### src/include/adccal_pkg.sv
package adccal_pkg;

    // ==========================================================
    // register indices (byte address is four times the index)
    // ==========================================================
    localparam logic [9:0] IDX_ROUTE   = 10'h060;
    localparam logic [9:0] IDX_CALEN   = 10'h061;
    localparam logic [9:0] IDX_CALCFG  = 10'h062;
    localparam logic [9:0] IDX_CALIBRATION_STATUS_PIN = 10'h06a;
    localparam logic [9:0] IDX_PINCFG  = 10'h06b;
    localparam logic [9:0] IDX_SWTRIG  = 10'h06c;
    localparam logic [9:0] IDX_LINKEN  = 10'h0a0;
    localparam logic [9:0] IDX_MODE    = 10'h0a1;

    // ==========================================================
    // reset values
    // ==========================================================
    localparam logic [7:0] RST_ROUTE  = 8'h01;
    localparam logic [7:0] RST_CALEN  = 8'h01;
    localparam logic [7:0] RST_CALCFG = 8'h01;
    localparam logic [7:0] RST_PINCFG = 8'h00;
    localparam logic [7:0] RST_SWTRIG = 8'h01;
    localparam logic [7:0] RST_LINKEN = 8'h00;
    localparam logic [7:0] RST_MODE   = 8'h00;

    // ==========================================================
    // field positions
    // ==========================================================
    localparam int POS_DUAL_SWAP  = 4;
    localparam int POS_SINGLE_LO  = 0;
    localparam int POS_CAL_EN     = 0;
    localparam int POS_OSFILT     = 4;
    localparam int POS_BG_OFS     = 3;
    localparam int POS_FG_OFS     = 2;
    localparam int POS_BG_EN      = 1;
    localparam int POS_FG_EN      = 0;
    localparam int POS_STOPPED    = 1;
    localparam int POS_FOREGROUND_COMPLETE_BIT    = 0;
    localparam int POS_STAT_SELLO = 1;
    localparam int POS_TRIG_SRC   = 0;
    localparam int POS_SW_TRIG    = 0;
    localparam int POS_LINK_EN    = 0;
    localparam int POS_SINGLE_MD  = 0;

    // ==========================================================
    // codes
    // ==========================================================
    localparam logic [1:0] SINGLE_IN_A   = 2'h1;
    localparam logic [1:0] SINGLE_IN_B   = 2'h2;
    localparam logic [1:0] STATSEL_FG    = 2'h0;
    localparam logic [1:0] STATSEL_ALARM = 2'h2;
    localparam logic [1:0] STATSEL_LOW   = 2'h3;

    // ==========================================================
    // timing: 10 MHz clock
    // ==========================================================
    localparam int CLK_PERIOD_NS = 100;
    localparam int FG_CAL_TIME_NS = 1600;
    localparam logic [7:0] FG_CAL_CYCLES = 8'((FG_CAL_TIME_NS + CLK_PERIOD_NS - 1)
                                              / CLK_PERIOD_NS);
    localparam logic [1:0] DIV_LAST = 2'h3;

    // ==========================================================
    // carriers
    // ==========================================================
    typedef struct packed {
        logic        cyc;
        logic        stb;
        logic        we;
        logic [11:0] adr;
        logic [3:0]  sel;
        logic [31:0] dat;
    } adccal_wbreq_type;

    typedef struct packed {
        logic osFilter;
        logic bgOffset;
        logic fgOffset;
        logic bgEnable;
        logic fgEnable;
    } adccal_calcfg_type;

    typedef enum logic [5:0] {
        ST_HOLD  = 6'b000001,
        ST_CLEAR = 6'b000010,
        ST_FG    = 6'b000100,
        ST_BG    = 6'b001000,
        ST_STOP  = 6'b010000,
        ST_DONE  = 6'b100000
    } adccal_state_type;

endpackage

### src/hw/adccal_top.sv
// Added by the designer: the Wishbone register port.
`timescale 1ns/10ps
// Contract
// RQ1: dual mode routes A to channel A, B to B; swap bit exchanges them.
// RQ2: swap bit is ignored in single-channel mode.
// RQ3: single input field: code 1 picks input A, code 2 input B.
// RQ4: single input field is ignored outside single-channel mode.
// RQ5: calibration enable high runs calibration, low holds it in reset.
// RQ6: calibration enable low also resets the digital and link clock dividers.
// RQ7: setting enable again re-runs calibration with the new settings.
// RQ8: software enables calibration before link, disables link before calibration.
// RQ9: software writes calibration config only while calibration is disabled.
// RQ10: offset filter bit enables offset filtering.
// RQ11: background offset bit works only with background calibration enabled.
// RQ12: foreground offset bit works only with foreground calibration enabled.
// RQ13: background bit enables continuous background calibration.
// RQ14: start clears calibration values, then foreground runs if its bit set.
// RQ15: stopped bit reads 1 when background parks, 0 when running again.
// RQ16: without background, stopped sets when foreground completes or is skipped.
// RQ17: foreground complete bit rises when foreground calibration finishes.
// RQ18: status pin select: 0 foreground done, 2 alarm, 3 low, 1 reserved.
// RQ19: trigger source bit picks software bit (0) or hardware input (1).
// RQ20: without a trigger need, keep software source with software bit at 1.
// RQ21: status register ignores writes, reserved bits read zero.
// RQ22: software avoids the reserved field codes.
module adccal_top (
    input  wire logic                          clk,
    input  wire logic                          rst_n,
    input  wire adccal_pkg::adccal_wbreq_type  wbReq,
    output logic [31:0]                        wbDatOut,
    output logic                               wbAck,
    input  wire logic                          hardwareTriggerInput,
    input  wire logic                          alarmIn,
    output logic                               channelASelB,
    output logic                               channelBSelB,
    output logic                               calibrationStatusPin,
    output logic                               calValuesClear,
    output logic                               fgCalActive,
    output logic                               bgCalActive,
    output logic                               fgOffsetActive,
    output logic                               bgOffsetActive,
    output logic                               offsetFilterActive,
    output logic                               dividerReset,
    output logic                               digitalClkTick,
    output logic                               linkClkTick,
    output logic                               serialLinkEnable
);

    // ==========================================================
    // register state
    // ==========================================================
    logic [7:0]  route_q;
    logic [7:0]  calEn_q;
    logic [7:0]  calCfg_q;
    logic [7:0]  pinCfg_q;
    logic [7:0]  swTrig_q;
    logic [7:0]  linkEn_q;
    logic [7:0]  mode_q;
    logic        ack_q;
    logic [31:0] rdat_q;
    logic [1:0]  divCount_q;
    logic        digTick_q;
    logic        linkTick_q;
    logic        chA_q;
    logic        chB_q;
    logic        statPin_q;
    logic [9:0]  regIdx;
    logic        access;
    logic        wrCommit;
    logic        wrByte0;
    logic [7:0]  wrData;
    logic        calEnable;
    logic        singleMode;
    logic        trigger;
    logic        fgDone;
    logic        stopped;
    adccal_pkg::adccal_calcfg_type cfg;

    // ==========================================================
    // helpers
    // ==========================================================
    function automatic logic isMapped(input logic [9:0] idx);
        isMapped = idx == adccal_pkg::IDX_ROUTE   || idx == adccal_pkg::IDX_CALEN
                || idx == adccal_pkg::IDX_CALCFG  || idx == adccal_pkg::IDX_CALIBRATION_STATUS_PIN
                || idx == adccal_pkg::IDX_PINCFG  || idx == adccal_pkg::IDX_SWTRIG
                || idx == adccal_pkg::IDX_LINKEN  || idx == adccal_pkg::IDX_MODE;
    endfunction

    function automatic logic hits(input logic [9:0] idx, input logic [9:0] want);
        hits = (idx == want);
    endfunction

    // ==========================================================
    // wishbone classic slave
    // ==========================================================
    assign regIdx   = wbReq.adr[11:2];
    assign access   = wbReq.cyc && wbReq.stb;
    // write lands on the edge where the master sees ack
    assign wrCommit = access && wbReq.we && ack_q;
    assign wrByte0  = wrCommit && wbReq.sel[0] && isMapped(regIdx);
    assign wrData   = wbReq.dat[7:0];

    always_ff @(posedge clk) begin
        if (!rst_n) begin
            ack_q <= 1'b0;
        end else begin
            ack_q <= access && !ack_q;
        end
    end

    always_ff @(posedge clk) begin
        if (!rst_n) begin
            rdat_q <= 32'h0000_0000;
        end else if (access && !ack_q) begin
            case (regIdx)
                adccal_pkg::IDX_ROUTE:   rdat_q <= {24'h000000, route_q};
                adccal_pkg::IDX_CALEN:   rdat_q <= {24'h000000, calEn_q};
                adccal_pkg::IDX_CALCFG:  rdat_q <= {24'h000000, calCfg_q};
                adccal_pkg::IDX_CALIBRATION_STATUS_PIN: rdat_q <= {30'h0000_0000, stopped, fgDone}; // [RQ21]
                adccal_pkg::IDX_PINCFG:  rdat_q <= {24'h000000, pinCfg_q};
                adccal_pkg::IDX_SWTRIG:  rdat_q <= {24'h000000, swTrig_q};
                adccal_pkg::IDX_LINKEN:  rdat_q <= {24'h000000, linkEn_q};
                adccal_pkg::IDX_MODE:    rdat_q <= {24'h000000, mode_q};
                default:                 rdat_q <= 32'h0000_0000;
            endcase
        end
    end

    assign wbAck    = ack_q && access;
    assign wbDatOut = rdat_q;

    // ==========================================================
    // writable registers (status register has no write path)
    // ==========================================================
    always_ff @(posedge clk) begin
        if (!rst_n) begin
            route_q <= adccal_pkg::RST_ROUTE;
        end else if (wrByte0 && hits(regIdx, adccal_pkg::IDX_ROUTE)) begin
            route_q <= wrData;
        end
    end

    always_ff @(posedge clk) begin
        if (!rst_n) begin
            calEn_q <= adccal_pkg::RST_CALEN;
        end else if (wrByte0 && hits(regIdx, adccal_pkg::IDX_CALEN)) begin
            calEn_q <= wrData;
        end
    end

    // not guarded against writes while enabled; software keeps that order
    always_ff @(posedge clk) begin
        if (!rst_n) begin
            calCfg_q <= adccal_pkg::RST_CALCFG;
        end else if (wrByte0 && hits(regIdx, adccal_pkg::IDX_CALCFG)) begin
            calCfg_q <= wrData; // [RQ9]
        end
    end

    always_ff @(posedge clk) begin
        if (!rst_n) begin
            pinCfg_q <= adccal_pkg::RST_PINCFG;
        end else if (wrByte0 && hits(regIdx, adccal_pkg::IDX_PINCFG)) begin
            pinCfg_q <= wrData;
        end
    end

    always_ff @(posedge clk) begin
        if (!rst_n) begin
            swTrig_q <= adccal_pkg::RST_SWTRIG; // [RQ20]
        end else if (wrByte0 && hits(regIdx, adccal_pkg::IDX_SWTRIG)) begin
            swTrig_q <= wrData;
        end
    end

    always_ff @(posedge clk) begin
        if (!rst_n) begin
            linkEn_q <= adccal_pkg::RST_LINKEN;
        end else if (wrByte0 && hits(regIdx, adccal_pkg::IDX_LINKEN)) begin
            linkEn_q <= wrData; // [RQ8]
        end
    end

    always_ff @(posedge clk) begin
        if (!rst_n) begin
            mode_q <= adccal_pkg::RST_MODE;
        end else if (wrByte0 && hits(regIdx, adccal_pkg::IDX_MODE)) begin
            mode_q <= wrData;
        end
    end

    // ==========================================================
    // decoded controls
    // ==========================================================
    assign calEnable  = calEn_q[adccal_pkg::POS_CAL_EN];
    assign singleMode = mode_q[adccal_pkg::POS_SINGLE_MD];
    assign cfg.osFilter = calCfg_q[adccal_pkg::POS_OSFILT];
    assign cfg.bgOffset = calCfg_q[adccal_pkg::POS_BG_OFS];
    assign cfg.fgOffset = calCfg_q[adccal_pkg::POS_FG_OFS];
    assign cfg.bgEnable = calCfg_q[adccal_pkg::POS_BG_EN];
    assign cfg.fgEnable = calCfg_q[adccal_pkg::POS_FG_EN];

    // one source only, the other is ignored
    assign trigger = pinCfg_q[adccal_pkg::POS_TRIG_SRC] ? hardwareTriggerInput
                   : swTrig_q[adccal_pkg::POS_SW_TRIG]; // [RQ19]

    // ==========================================================
    // input routing (1 = channel samples input B)
    // ==========================================================
    always_ff @(posedge clk) begin
        if (!rst_n) begin
            chA_q <= 1'b0;
            chB_q <= 1'b1;
        end else if (singleMode) begin
            // reserved codes fall back to input A
            chA_q <= (route_q[adccal_pkg::POS_SINGLE_LO +: 2] == adccal_pkg::SINGLE_IN_B); // [RQ3]
            chB_q <= (route_q[adccal_pkg::POS_SINGLE_LO +: 2] == adccal_pkg::SINGLE_IN_B); // [RQ2]
        end else begin
            chA_q <= route_q[adccal_pkg::POS_DUAL_SWAP]; // [RQ1] [RQ4]
            chB_q <= !route_q[adccal_pkg::POS_DUAL_SWAP];
        end
    end

    assign channelASelB = chA_q;
    assign channelBSelB = chB_q;

    // ==========================================================
    // clock dividers for digital block and serial link
    // ==========================================================
    always_ff @(posedge clk) begin
        if (!rst_n || !calEnable) begin
            divCount_q <= 2'h0; // [RQ6]
            digTick_q  <= 1'b0;
            linkTick_q <= 1'b0;
        end else begin
            divCount_q <= divCount_q + 2'h1;
            digTick_q  <= divCount_q[0];
            linkTick_q <= (divCount_q == adccal_pkg::DIV_LAST);
        end
    end

    assign dividerReset     = !calEnable; // [RQ6]
    assign digitalClkTick   = digTick_q;
    assign linkClkTick      = linkTick_q;
    assign serialLinkEnable = linkEn_q[adccal_pkg::POS_LINK_EN];

    // ==========================================================
    // calibration sequencer
    // ==========================================================
    adccal_engine u_adccal_engine (
        .clk            (clk),
        .rst_n          (rst_n),
        .calEnable      (calEnable), // [RQ5] [RQ7]
        .trigger        (trigger),
        .cfg            (cfg),
        .calValuesClear (calValuesClear),
        .fgActive       (fgCalActive),
        .bgActive       (bgCalActive),
        .fgDone         (fgDone),
        .stopped        (stopped)
    );

    assign fgOffsetActive     = fgCalActive && cfg.fgOffset; // [RQ12]
    assign bgOffsetActive     = bgCalActive && cfg.bgOffset; // [RQ11]
    assign offsetFilterActive = calEnable && cfg.osFilter;   // [RQ10]

    // ==========================================================
    // status pin
    // ==========================================================
    always_ff @(posedge clk) begin
        if (!rst_n) begin
            statPin_q <= 1'b0;
        end else begin
            case (pinCfg_q[adccal_pkg::POS_STAT_SELLO +: 2])
                adccal_pkg::STATSEL_FG:    statPin_q <= fgDone;  // [RQ18]
                adccal_pkg::STATSEL_ALARM: statPin_q <= alarmIn; // [RQ18]
                adccal_pkg::STATSEL_LOW:   statPin_q <= 1'b0;
                default:                   statPin_q <= 1'b0; // [RQ22]
            endcase
        end
    end

    assign calibrationStatusPin = statPin_q;

endmodule

### src/hw/adccal_engine.sv
`timescale 1ns/10ps
module adccal_engine (
    input  wire logic                         clk,
    input  wire logic                         rst_n,
    input  wire logic                         calEnable,
    input  wire logic                         trigger,
    input  wire adccal_pkg::adccal_calcfg_type cfg,
    output logic                              calValuesClear,
    output logic                              fgActive,
    output logic                              bgActive,
    output logic                              fgDone,
    output logic                              stopped
);
    adccal_pkg::adccal_state_type state_q;
    logic [7:0]                   count_q;
    logic                         fgDone_q;
    logic                         stopped_q;

    // ==========================================================
    // sequencer
    // ==========================================================
    always_ff @(posedge clk) begin
        if (!rst_n || !calEnable) begin
            state_q <= adccal_pkg::ST_HOLD; // [RQ5]
        end else begin
            case (state_q)
                adccal_pkg::ST_HOLD: begin
                    state_q <= adccal_pkg::ST_CLEAR; // [RQ7]
                end
                adccal_pkg::ST_CLEAR: begin
                    if (cfg.fgEnable) begin
                        state_q <= adccal_pkg::ST_FG; // [RQ14]
                    end else if (cfg.bgEnable) begin
                        state_q <= adccal_pkg::ST_BG;
                    end else begin
                        state_q <= adccal_pkg::ST_DONE;
                    end
                end
                adccal_pkg::ST_FG: begin
                    if (count_q == adccal_pkg::FG_CAL_CYCLES) begin
                        state_q <= cfg.bgEnable ? adccal_pkg::ST_BG : adccal_pkg::ST_DONE;
                    end
                end
                adccal_pkg::ST_BG: begin
                    // low trigger parks background calibration at its phase
                    if (!trigger) begin
                        state_q <= adccal_pkg::ST_STOP;
                    end
                end
                adccal_pkg::ST_STOP: begin
                    if (trigger) begin
                        state_q <= adccal_pkg::ST_BG;
                    end
                end
                adccal_pkg::ST_DONE: begin
                    state_q <= adccal_pkg::ST_DONE;
                end
                default: begin
                    state_q <= adccal_pkg::ST_HOLD;
                end
            endcase
        end
    end

    always_ff @(posedge clk) begin
        if (!rst_n || state_q != adccal_pkg::ST_FG) begin
            count_q <= 8'h00;
        end else begin
            count_q <= count_q + 8'h01;
        end
    end

    always_ff @(posedge clk) begin
        if (!rst_n || !calEnable || state_q == adccal_pkg::ST_HOLD) begin
            fgDone_q <= 1'b0;
        end else if (state_q == adccal_pkg::ST_FG && count_q == adccal_pkg::FG_CAL_CYCLES) begin
            fgDone_q <= 1'b1; // [RQ17]
        end
    end

    always_ff @(posedge clk) begin
        if (!rst_n || !calEnable) begin
            stopped_q <= 1'b0;
        end else begin
            // stop phase, or foreground done/skipped with background off
            stopped_q <= (state_q == adccal_pkg::ST_STOP && !trigger)
                      || state_q == adccal_pkg::ST_DONE; // [RQ15] [RQ16]
        end
    end

    assign calValuesClear = (state_q == adccal_pkg::ST_CLEAR); // [RQ14]
    assign fgActive       = (state_q == adccal_pkg::ST_FG);
    assign bgActive       = (state_q == adccal_pkg::ST_BG); // [RQ13]
    assign fgDone         = fgDone_q;
    assign stopped        = stopped_q;
endmodule

### config.mk
export PLATFORM = sky130hd
export DESIGN_NAME = adccal_top
export DESIGN_NICKNAME = d
export VERILOG_FILES = /design/src/include/adccal_pkg.sv /design/src/hw/adccal_top.sv /design/src/hw/adccal_engine.sv
export SDC_FILE = /design/constraint.sdc
export NUM_CORES = 1
export LEC_CHECK = 0
export ABC_AREA = 1
export BUFFER_PORTS_ARGS = -buffer_cell sky130_fd_sc_hd__buf_2
export CAP_MARGIN = 30
export CORE_MARGIN = 2
export CORE_UTILIZATION = 45
export DETAILED_ROUTE_END_ITERATION = 7
export PLACE_DENSITY = 0.67
export SLEW_MARGIN = 20
export SYNTH_ARGS = -nofsm -noshare
export SYNTH_HDL_FRONTEND = slang
export SYNTH_HIERARCHICAL = 1
export SYNTH_SLANG_ARGS = --single-unit
### constraint.sdc
create_clock -name clk -period 1.9 [get_ports clk]
set_input_delay 0 -clock clk [delete_from_list [all_inputs] [get_ports clk]]
set_output_delay 0 -clock clk [all_outputs]
set_load 0.01 [all_outputs]
==> results.toml, run 1 <==
[synth]
synth_top_area_cell = "dfxtp_1"
synth-seq-cells = 88
synth_common_cells = "158 x nand2_1, 101 x inv_1, 93 x nor2_1"
synth_warnings = 6
netlist-cell-type-count = 36
avgSynthCellArea_um2 = 6.71
yosys.cell_count.top_type = "nand2_1"
synth_cells = 722
synth_area_um2 = 4840
async_flop_share_pct = 0
synth-main-ff-cell = "dfxtp_1"
synth-edff-count = 0
ys_seq_area_share_pct = 36.4
yosysTopAreaCellShare_pct = 36.4
synth.top_cells.by_area = "dfxtp_1 36%, nand2_1 12%, nand4_1 8.3%"

[global_routing]
grt_overflow = 0
grt_pass1_vias = 4279
antenna_found_initial = 0
grt_usage_pct = 22.8
grt_pass1_wl_um = 20700
grt_max_degree = 51

[cells_and_area]
drive_gt1_share_pct = 15.0
multi_input_area_um2 = 2420
final_cells = 915
area_delta_synth_final_pct = 11.5
layout.nets = 834
fillCellCount = 1075
regArea_um2 = 1760
diodes = 0

[worst_setup_path]
critPathArrivalTime_ns = 1.89
startpoint_type = "flop"
end_kind = "flop"
path_class = "flop to flop"
crit_required_ns = 2.18
cp_max_fo = 14

[die]
pin_count = 101
die_y_um = 108
dieArea_um2 = 11600
die_w_um = 108
core.rowCount = 37
coreArea_um2 = 10400
start_util_pct = 46.7

[cts]
clkSinkCount = 88
cts_buffers = 9
htree_num_levels = 3
cts.path.max_buffers = 2
cts.clk_slew.worst_paths_ns = 0.08
cts_tree = "built"
clock_latency_ns = 0.36
cts_root_buf = "clkbuf_8"

[sta]
min_period_ns = 1.61
slew_viol_final = 0
finalSetupTns_ns = 0
timing.hold.ws_ns = 0.124
period_share_pct = 84.9
tightest_slew_ns = 0.586
finalHoldViolCount = 0
fmax_mhz = 620
setup_violations = 0
slew_headroom_pct = 60.7
rsz0062_at_grt = "no"
final.setup.worst_slack_ns = 0.286
skew_ns = 0.00850

[placement]
gp_congestion = 0.898
dp_slack_ns = 0.230
hpwl_um = 9260
placed_cells = 891
portBuffers = 47

[routing]
antenna_left = 0
vias_per_cell = 5.14
drc = 0
wl_per_cell_um = 13.8
wl_um = 12600
drt_iter0_drc = 412
routed-via-count = 4702
dr.pass1.iters = 5

[run]
maxCapViolations = 0

[run_status]
outcome = "finished, final reports clean"

[power_and_ir_drop]
vdd_ir_drop_max_mv = 0.306
p_per_area_nw_per_um2 = 650
p_total_mw = 3.51
p_leak_nw = 2.55

[min_path]
hp-class = "input pin to flop"
flip-flops by register name (all words and copies together), names as in the netlist:
name	count
u_adccal_engine/fgDone	1
wbDatOut	8
route_q	8
channelASelB	1
calibrationStatusPin	1
calCfg_q	8
swTrig_q	8
u_adccal_engine/stopped	1
channelBSelB	1
ack_q	1
calEn_q	8
digitalClkTick	1
linkClkTick	1
u_adccal_engine/count_q	8
divCount_q	2
linkEn_q	8
pinCfg_q	8
u_adccal_engine/state_q	6
mode_q	8
through the flow:
stage	util [%]	instance area, um^2
after global routing	52.1	5400
final	52.1	5400
after CTS	52.0	5400
after floorplan	-	4930
after detailed placement	49.2	5100
after global placement	49.2	5100
worst max-delay path, cell delays in order, from the launching register on:
cell and delay (ns):
dfxtp_1 0.33, inv_1 0.05, nor2_2 0.11, and3_2 0.27, buf_4 0.21, nand2_1 0.12
inv_2 0.21, o21ai_0 0.10, a21oi_1 0.15
power breakdown:
part / total [mW] / switching (mW) / leakage [nW] / internal (mW)
Sequential: 1.88 / 0.0193 / 0.710 / 1.86
Clock: 1.30 / 0.638 / 0.0973 / 0.663
Combinational: 0.326 / 0.229 / 1.74 / 0.0974
Total: 3.51 / 0.886 / 2.55 / 2.62
timing repair:
| action | 4_1_cts | 5_1_grt |
|---|---|---|
| setup buffers | 0 | 0 |
| hold buffers | 10 | 0 |
| setup endpoints to repair | 0 | 1 |
| endpoints found under the hold margin | 15 | 0 |
| resized for setup | 0 | 2 |
final timing paths:
check	start	slack, ns	endpoint	cells after the start
max	ack_q$_SDFF_PN0_	0.29	route_q[7]$_SDFFE_PN0P_	8
min	wbReq[41]	0.12	calCfg_q[0]$_SDFFE_PN1P_	4
min reg2reg	divCount_q[0]$_SDFF_PP0_	0.45	divCount_q[0]$_SDFF_PP0_	1
max reg2reg	ack_q$_SDFF_PN0_	0.29	route_q[7]$_SDFFE_PN0P_	8
layer usage:
metal / GRT usage, % / wire (um) / vias to the layer above
met5: 0 / 0 / -
li1: - / - / 2371
met4: 9.16 / 335 / 0
met1: 29.1 / 5710 / 2114
met2: 37.3 / 5790 / 193
met3: 5.02 / 812 / 24
kinds of logic (layout without fill, tap and decap cells):
group           count (synthesis)  in the layout  share of synthesized area, %
compound gates                 81             81                          8.63
xor+xnor                        1              1                         0.181
fa+ha+maj                       3              3                         0.775
buf+inv                       162            196                          15.4
flops                          88             88                          36.4
other cells                     1             24                        0.0774
simple gates                  386            386                          38.5
cell type report:
| type | instances | share of cell area (%) |
|---|---|---|
| inverter | 114 | 8.02 |
| multi-input combinational | 495 | 44.9 |
| clock inverter | 3 | 0.788 |
| tap | 136 | 3.15 |
| sequential | 88 | 32.6 |
| timing repair buffer | 68 | 7.74 |
| clock buffer | 11 | 2.80 |
placed cells by master, fill, tap and decap left out, types with 3 or more instances in the layout:
master	Yosys	routed
nand2_1	158	158
dfxtp_1	88	88
nor2_4	10	10
dlygate4sd3_1	0	10
nand4_1	64	64
nor2_2	6	6
nand2_2	5	5
clkbuf_8	0	11
o21ai_0	30	30
inv_2	8	7
nand3_2	5	5
nor2_1	93	93
buf_2	7	47
inv_1	101	101
clkinv_1	4	4
nor3_1	4	4
buf_4	28	11
o21ai_1	3	3
a21oi_1	45	45
conb_1	1	24
nand3_1	30	30
ha_1	3	3
Power figures use the tool's default switching activity.
==> run 2, diff against run 1 <==
Settings changed: ABC_AREA 1 to 0, PLACE_DENSITY 0.67 to 0.71.
Clock period 1.9 ns to 1.39 ns, I/O delays scaled along.
==> run 2 against run 1 <==
Net effect: the flow now finishes with violations (negative setup slack); clock power grew 37%; critical path depth shrank 4; total power up 39%; count of clock-buffer cells in the layout unchanged; non-clock buffer count rose by 60; synthesized cell count fell by 36%; register-to-register slack got worse by 0.60 ns; cell area is 4.3% higher; sequential power increased by 36%; highest routed layer unchanged.
==> results.toml, run 2 <==
[routing]
routed-via-count = 3843
wl_um = 11400
top_layer = "met4"
wl_per_cell_um = 16.5
dr.pass1.iters = 5
drt_iter0_drc = 246
vias_per_cell = 5.59
dr_wl_met2_um = 5440
drc = 0
wl_met1_um = 5190
antenna_left = 0
wl_met3_um = 515

[sta]
tightest_slew_ns = 0.641
finalHoldViolCount = 0
rsz0062_at_grt = "yes"
slew_viol_final = 0
finalSetupTns_ns = -6.28
final.setup.worst_slack_ns = -0.391
min_period_ns = 1.78
fmax_mhz = 561
setup_violations = 47
skew_ns = 0.0126
slew_headroom_pct = 57.3
period_share_pct = 128

[cts]
cts_root_buf = "clkbuf_8"
cts_buffers = 9
cts.clk_slew.worst_paths_ns = 0.08
cts.path.max_buffers = 2
cts_tree = "built"
clock_latency_ns = 0.35
htree_num_levels = 3
clkSinkCount = 88

[placement]
hpwl_um = 7640
gp_congestion = 0.898
portBuffers = 47

[worst_setup_path]
crit_required_ns = 1.39
startpoint_type = "flop"
path_class = "flop to output pin"
critPathArrivalTime_ns = 1.78
cp_max_fo = 3
end_kind = "output pin"

[power_and_ir_drop]
vdd_ir_drop_max_mv = 0.518
p_per_area_nw_per_um2 = 863
sw_frac_of_total_pct = 24.6
p_leak_nw = 2.35
power.switching_mw = 1.20
internal-power_mw = 3.66
p_seq_share_pct = 52.7
clock_power_share_pct = 36.6
comb_power_share_pct = 10.6

[cells_and_area]
final_common_cell = "dfxtp_1"
regArea_um2 = 1770
multi_input_area_um2 = 2490
final_util_pct = 63.9
diodes = 0
final_cell_mix = "82 x dfxtp_1, 56 x nor2_1, 55 x buf_4"
layout.nets = 633
fillCellCount = 671
area_delta_synth_final_pct = 37.0
drive_gt1_share_pct = 37.0

[global_routing]
antenna_found_initial = 0
grt_usage_pct = 21.2
grt_pass1_vias = 3552
grt_max_degree = 57
grt_overflow = 0
grt_pass1_wl_um = 16800

[die]
dieArea_um2 = 9910
start_util_pct = 46.7
die_w_um = 99.6
die_y_um = 99.6
coreArea_um2 = 8810
core.rowCount = 34
pin_count = 101

[synth]
yosysTopAreaCellShare_pct = 42.9
synth_warnings = 6
ys_seq_area_share_pct = 42.9
synth_top_area_cell = "dfxtp_1"
yosys.cell_count.top_type = "dfxtp_1"
synth-seq-cells = 88
netlist-cell-type-count = 60
async_flop_share_pct = 0
synth-edff-count = 0
synth-main-ff-cell = "dfxtp_1"
synth.top_cells.by_area = "dfxtp_1 43%, mux2i_1 10%, nor2_1 5.8%"
synth_cells = 459
synth_common_cells = "88 x dfxtp_1, 64 x nor2_1, 41 x mux2i_1, 41 x nand2_1, 24 x buf_4"
avgSynthCellArea_um2 = 8.95
synth_area_um2 = 4110

[run]
maxCapViolations = 0

[run_status]
violations = "negative setup slack"
outcome = "complete, but fails checks"

[min_path]
hp-class = "input pin to flop"
run 2: cell types whose count changed in the layout (fill, tap and decap cells not counted), sizes merged, moves of 8 or more:
| cell | change |
|---|---|
| inv | -104 |
| nor2 | -45 |
| mux2i | +41 |
| a21oi | -25 |
| nand2 | -124 |
| o21ai | -24 |
| a22oi | +17 |
| buf | +60 |
| and2 | +8 |
| nand3 | -11 |
| and3 | +10 |
| nand4 | -64 |
run 2: kinds of logic (layout without fill, tap and decap cells):
group | Yosys count | after routing | share of synthesized area (%)
other | 1 | 24 | 0.0913
flip-flops | 88 | 88 | 42.9
AND/OR/NAND/NOR | 194 | 194 | 24.3
adder cells (fa/ha/maj) | 3 | 3 | 0.914
XOR/XNOR | 7 | 7 | 1.49
buffers and inverters | 51 | 148 | 7.46
AO/OA/AOI/OAI | 71 | 71 | 12.0
multiplexers | 44 | 44 | 10.8
run 2: critical path, cell delays in order, from the launching register on:
cell and delay (ns):
dfxtp_2 0.32, or4_4 0.57, nor3b_4 0.26, and2_1 0.16
buf_2 0.12
run 2: stage by stage:
step           instances  area (um^2)  total power [mW]  setup WS, ns  hold WS, ns
6_report             687         5630              4.86        -0.391       0.0417
5_1_grt              687         5630              5.03        -0.457       0.0324
4_1_cts              677         5220              4.82        -0.400      0.00915
3_5_place_dp         651         4800              3.00        -0.325        0.309
3_3_place_gp         651         4800              2.99        -0.263        0.328
2_1_floorplan        482         4260              2.86        -0.221        0.125
run 2: final cells by class:
type,count,area share [%]
clock inverter,4,0.956
timing repair buffer,128,18.0
clock buffer,11,2.51
sequential,88,31.5
tap,108,2.40
multi-input combinational,343,44.3
inverter,5,0.333
run 2: worst paths after layout:
path                                                               from                                       to  slack, ns  cells after the start
worst max-delay path            u_adccal_engine/state_q[4]$_SDFFE_PP0P_                           fgOffsetActive      -0.39                      4
worst min-delay path                               hardwareTriggerInput  u_adccal_engine/state_q[4]$_SDFFE_PP0P_       0.04                      3
worst max register to register  u_adccal_engine/state_q[4]$_SDFFE_PP0P_  u_adccal_engine/state_q[5]$_SDFFE_PP0P_      -0.31                      8
worst min register to register                 divCount_q[0]$_SDFF_PP0_                 divCount_q[0]$_SDFF_PP0_       0.44                      1
run 2: power by group through the flow:
stage                     clock (mW)  sequential [mW]  combinational, mW
after CTS                       1.81             2.56              0.450
after detailed placement           0             2.62              0.384
after global placement             0             2.62              0.376
after floorplan                    0             2.62              0.249
after global routing            1.92             2.57              0.550
final                           1.78             2.56              0.516
run 2: timing repair:
item	CTS	global route
hold buffers	9	0
gates cloned	0	1
endpoints found under the setup margin	68	75
endpoints found under the hold margin	24	0
gates resized for setup	28	67
buffers inserted	2	10
pin swaps	14	26
run 2: metal layers:
metal,vias to the layer above,global-route usage (%)
met5,-,0
met4,0,6.95
met3,27,4.22
met2,143,34.2
met1,1862,28.5
li1,1811,-
==> run 3, diff against run 2 <==
Settings changed: PLACE_DENSITY 0.71 to 0.7, SYNTH_HIERARCHICAL 1 to default.
==> run 3 against run 2 <==
Net effect: the run still ends with negative setup slack left; core utilization decreased by 0.097 points; register-to-register slack improved by 0.16 ns; combinational power is 12% higher; sequential share of layout area shrank 1.5 points; clock power about the same; wire length up 3.6%; worst setup slack better by 0.23 ns; count of clock-buffer cells in the layout rose by 1; cell area increased by 5.3%; synthesized cell count increased by 1.1%; sequential power hardly changed; critical path type unchanged; critical endpoint is now fgCalActive.
==> results.toml, run 3 <==
[worst_setup_path]
worstPathCellList = "nor4b_4 > buf_4 > and2_4 > buf_6 > buf_6"
path_class = "flop to output pin"
cp_max_fo = 4
crit_family = "simple AND/OR/NAND/NOR gates"
crit_required_ns = 1.39
startpoint_type = "flop"
cpMostUsedCell = "buf_6"
path_buf_inv = 3
critPathSlowestCell = "dfxtp_4"
critPathArrivalTime_ns = 1.55
slowest_delay_ns = 0.37
end_kind = "output pin"

[placement]
dp_slack_ns = -0.265
hpwl_um = 8350
placed_cells = 692
portBuffers = 47
gp_congestion = 0.873

[sta]
min_period_ns = 1.55
timing.hold.ws_ns = 0.0526
final.setup.worst_slack_ns = -0.157
slew_viol_final = 0
skew_ns = 0.0102
fmax_mhz = 646
period_share_pct = 111
finalHoldViolCount = 0
setup_violations = 45
rsz0062_at_grt = "yes"

[die]
pin_count = 101
dieArea_um2 = 10500
start_util_pct = 46.8
die_y_um = 102
die_w_um = 102
core.rowCount = 35
coreArea_um2 = 9280

[cells_and_area]
layout.nets = 652
final_cells = 727
area_delta_synth_final_pct = 36.4
diodes = 0
drive_gt1_share_pct = 36.3
final_cell_mix = "81 x dfxtp_1, 69 x buf_4, 44 x buf_2"
final_common_cell = "dfxtp_1"

[routing]
dr.pass1.iters = 7
vias_per_cell = 5.35
drt_iter0_drc = 154
antenna_left = 0
wl_um = 11800
routed-via-count = 3892
drc = 0
wl_per_cell_um = 16.2

[cts]
cts.clk_slew.worst_paths_ns = 0.09
cts_buffers = 9
cts.path.max_buffers = 2
cts_root_buf = "clkbuf_8"
cts_tree = "built"
clock_latency_ns = 0.36
clkSinkCount = 88
htree_num_levels = 3

[synth]
synth.top_cells.by_area = "dfxtp_1 41%, mux2i_1 9.4%, nor2b_1 5.8%"
synth_top_family_by_area = "simple AND/OR/NAND/NOR gates"
synth_warnings = 0
yosysTopAreaCellShare_pct = 40.6
synth_mux_area_share_pct = 9.97
ys_seq_area_share_pct = 40.6
synthAdderAreaFrac_pct = 0.864
synth_cells = 464
yosys.cell_count.top_type = "dfxtp_1"
synth_compound_area_share_pct = 14.3
synth-simple-area-share_pct = 25.4
avgSynthCellArea_um2 = 9.36
synth-edff-count = 0
synth_xor_area_share_pct = 1.61
netlist-cell-type-count = 56
synth_area_um2 = 4340
synth-main-ff-cell = "dfxtp_1"
synth-seq-cells = 88
synth_top_area_cell = "dfxtp_1"
async_flop_share_pct = 0
synth_common_cells = "88 x dfxtp_1, 49 x nand2_1, 41 x mux2i_1"

[run_status]
outcome = "complete, but fails checks"
violations = "negative setup slack"

[run]
maxCapViolations = 0

[global_routing]
grt_pass1_wl_um = 18500
grt_max_degree = 61
grt_usage_pct = 22.9
antenna_found_initial = 0
grt_pass1_vias = 3749
grt_overflow = 0

[power_and_ir_drop]
p_total_mw = 4.91
p_leak_nw = 2.40
p_per_area_nw_per_um2 = 828
vdd_ir_drop_max_mv = 0.427

[min_path]
hp-class = "input pin to flop"
## run 3: final cells by class
cell class / instances / area [um^2]
Timing Repair Buffer: 141 / 1080
Multi-Input combinational cell: 347 / 2690
Inverter: 7 / 26.3
Clock inverter: 3 / 42.5
Tap cell: 129 / 161
Clock buffer: 12 / 145
Fill cell: 748 / 3360
Sequential cell: 88 / 1780
## run 3: final timing paths
kind	start	to	slack (ns)	cells past startpoint
worst max-delay path	u_adccal_engine.state_q[5]$_SDFFE_PP0P_	fgCalActive	-0.16	5
worst min-delay path	wbReq[49]	wbDatOut[2]$_SDFFE_PN0P_	0.05	5
worst min register to register	divCount_q[0]$_SDFF_PP0_	divCount_q[0]$_SDFF_PP0_	0.45	1
worst max register to register	u_adccal_engine.state_q[2]$_SDFFE_PP0P_	u_adccal_engine.state_q[3]$_SDFFE_PP0P_	-0.15	7
## run 3: worst min-delay path, cell delays in order
cell and delay (ns):
buf_2 0.10, nand2_1 0.06, nor2_1 0.05, nor2_1 0.09, a211oi_1 0.05
## run 3: what timing repair did
item                                    in CTS  in global routing
cloned                                       0                  1
buffers inserted                             7                  2
hold buffers                                10                  0
endpoints found under the setup margin      59                 77
pin swaps                                    7                 22
hold endpoints to repair                    18                  0
resized for setup                           45                 54
## run 3: cells by family (layout without fill, tap and decap cells)
logic type,Yosys count,count (layout)
simple gates,187,187
flops,88,88
compound gates,82,82
buf+inv,52,163
mux,43,43
xor+xnor,8,8
fa+ha+maj,3,3
other cells,1,24
## run 3: report_power, final
| group | switching [mW] | internal, mW | leakage [nW] |
|---|---|---|---|
| clock network | 0.885 | 0.870 | 0.0925 |
| logic | 0.300 | 0.281 | 1.59 |
| registers | 0.0313 | 2.54 | 0.715 |
| total | 1.22 | 3.69 | 2.40 |
## run 3: routing by layer
layer | up-vias | track usage (%) | part of all wire [%]
met3 | 14 | 4.86 | 5.5
met4 | 0 | 7.08 | 1.1
met2 | 113 | 37.4 | 48
met1 | 1889 | 30.6 | 45
li1 | 1876 | - | -
met5 | - | 0 | 0
## run 3: per-stage QoR
| stage | instance area (um^2) | utilization [%] | TNS (ns) |
|---|---|---|---|
| CTS | 5700 | 61.4 | -2.11 |
| detailed placement | 5180 | 55.8 | -12.05 |
| finish | 5930 | 63.8 | -2.84 |
| global placement | 5180 | 55.8 | -9.50 |
| global route | 5930 | 63.8 | -6.02 |
| floorplan | 4500 | - | -4.92 |
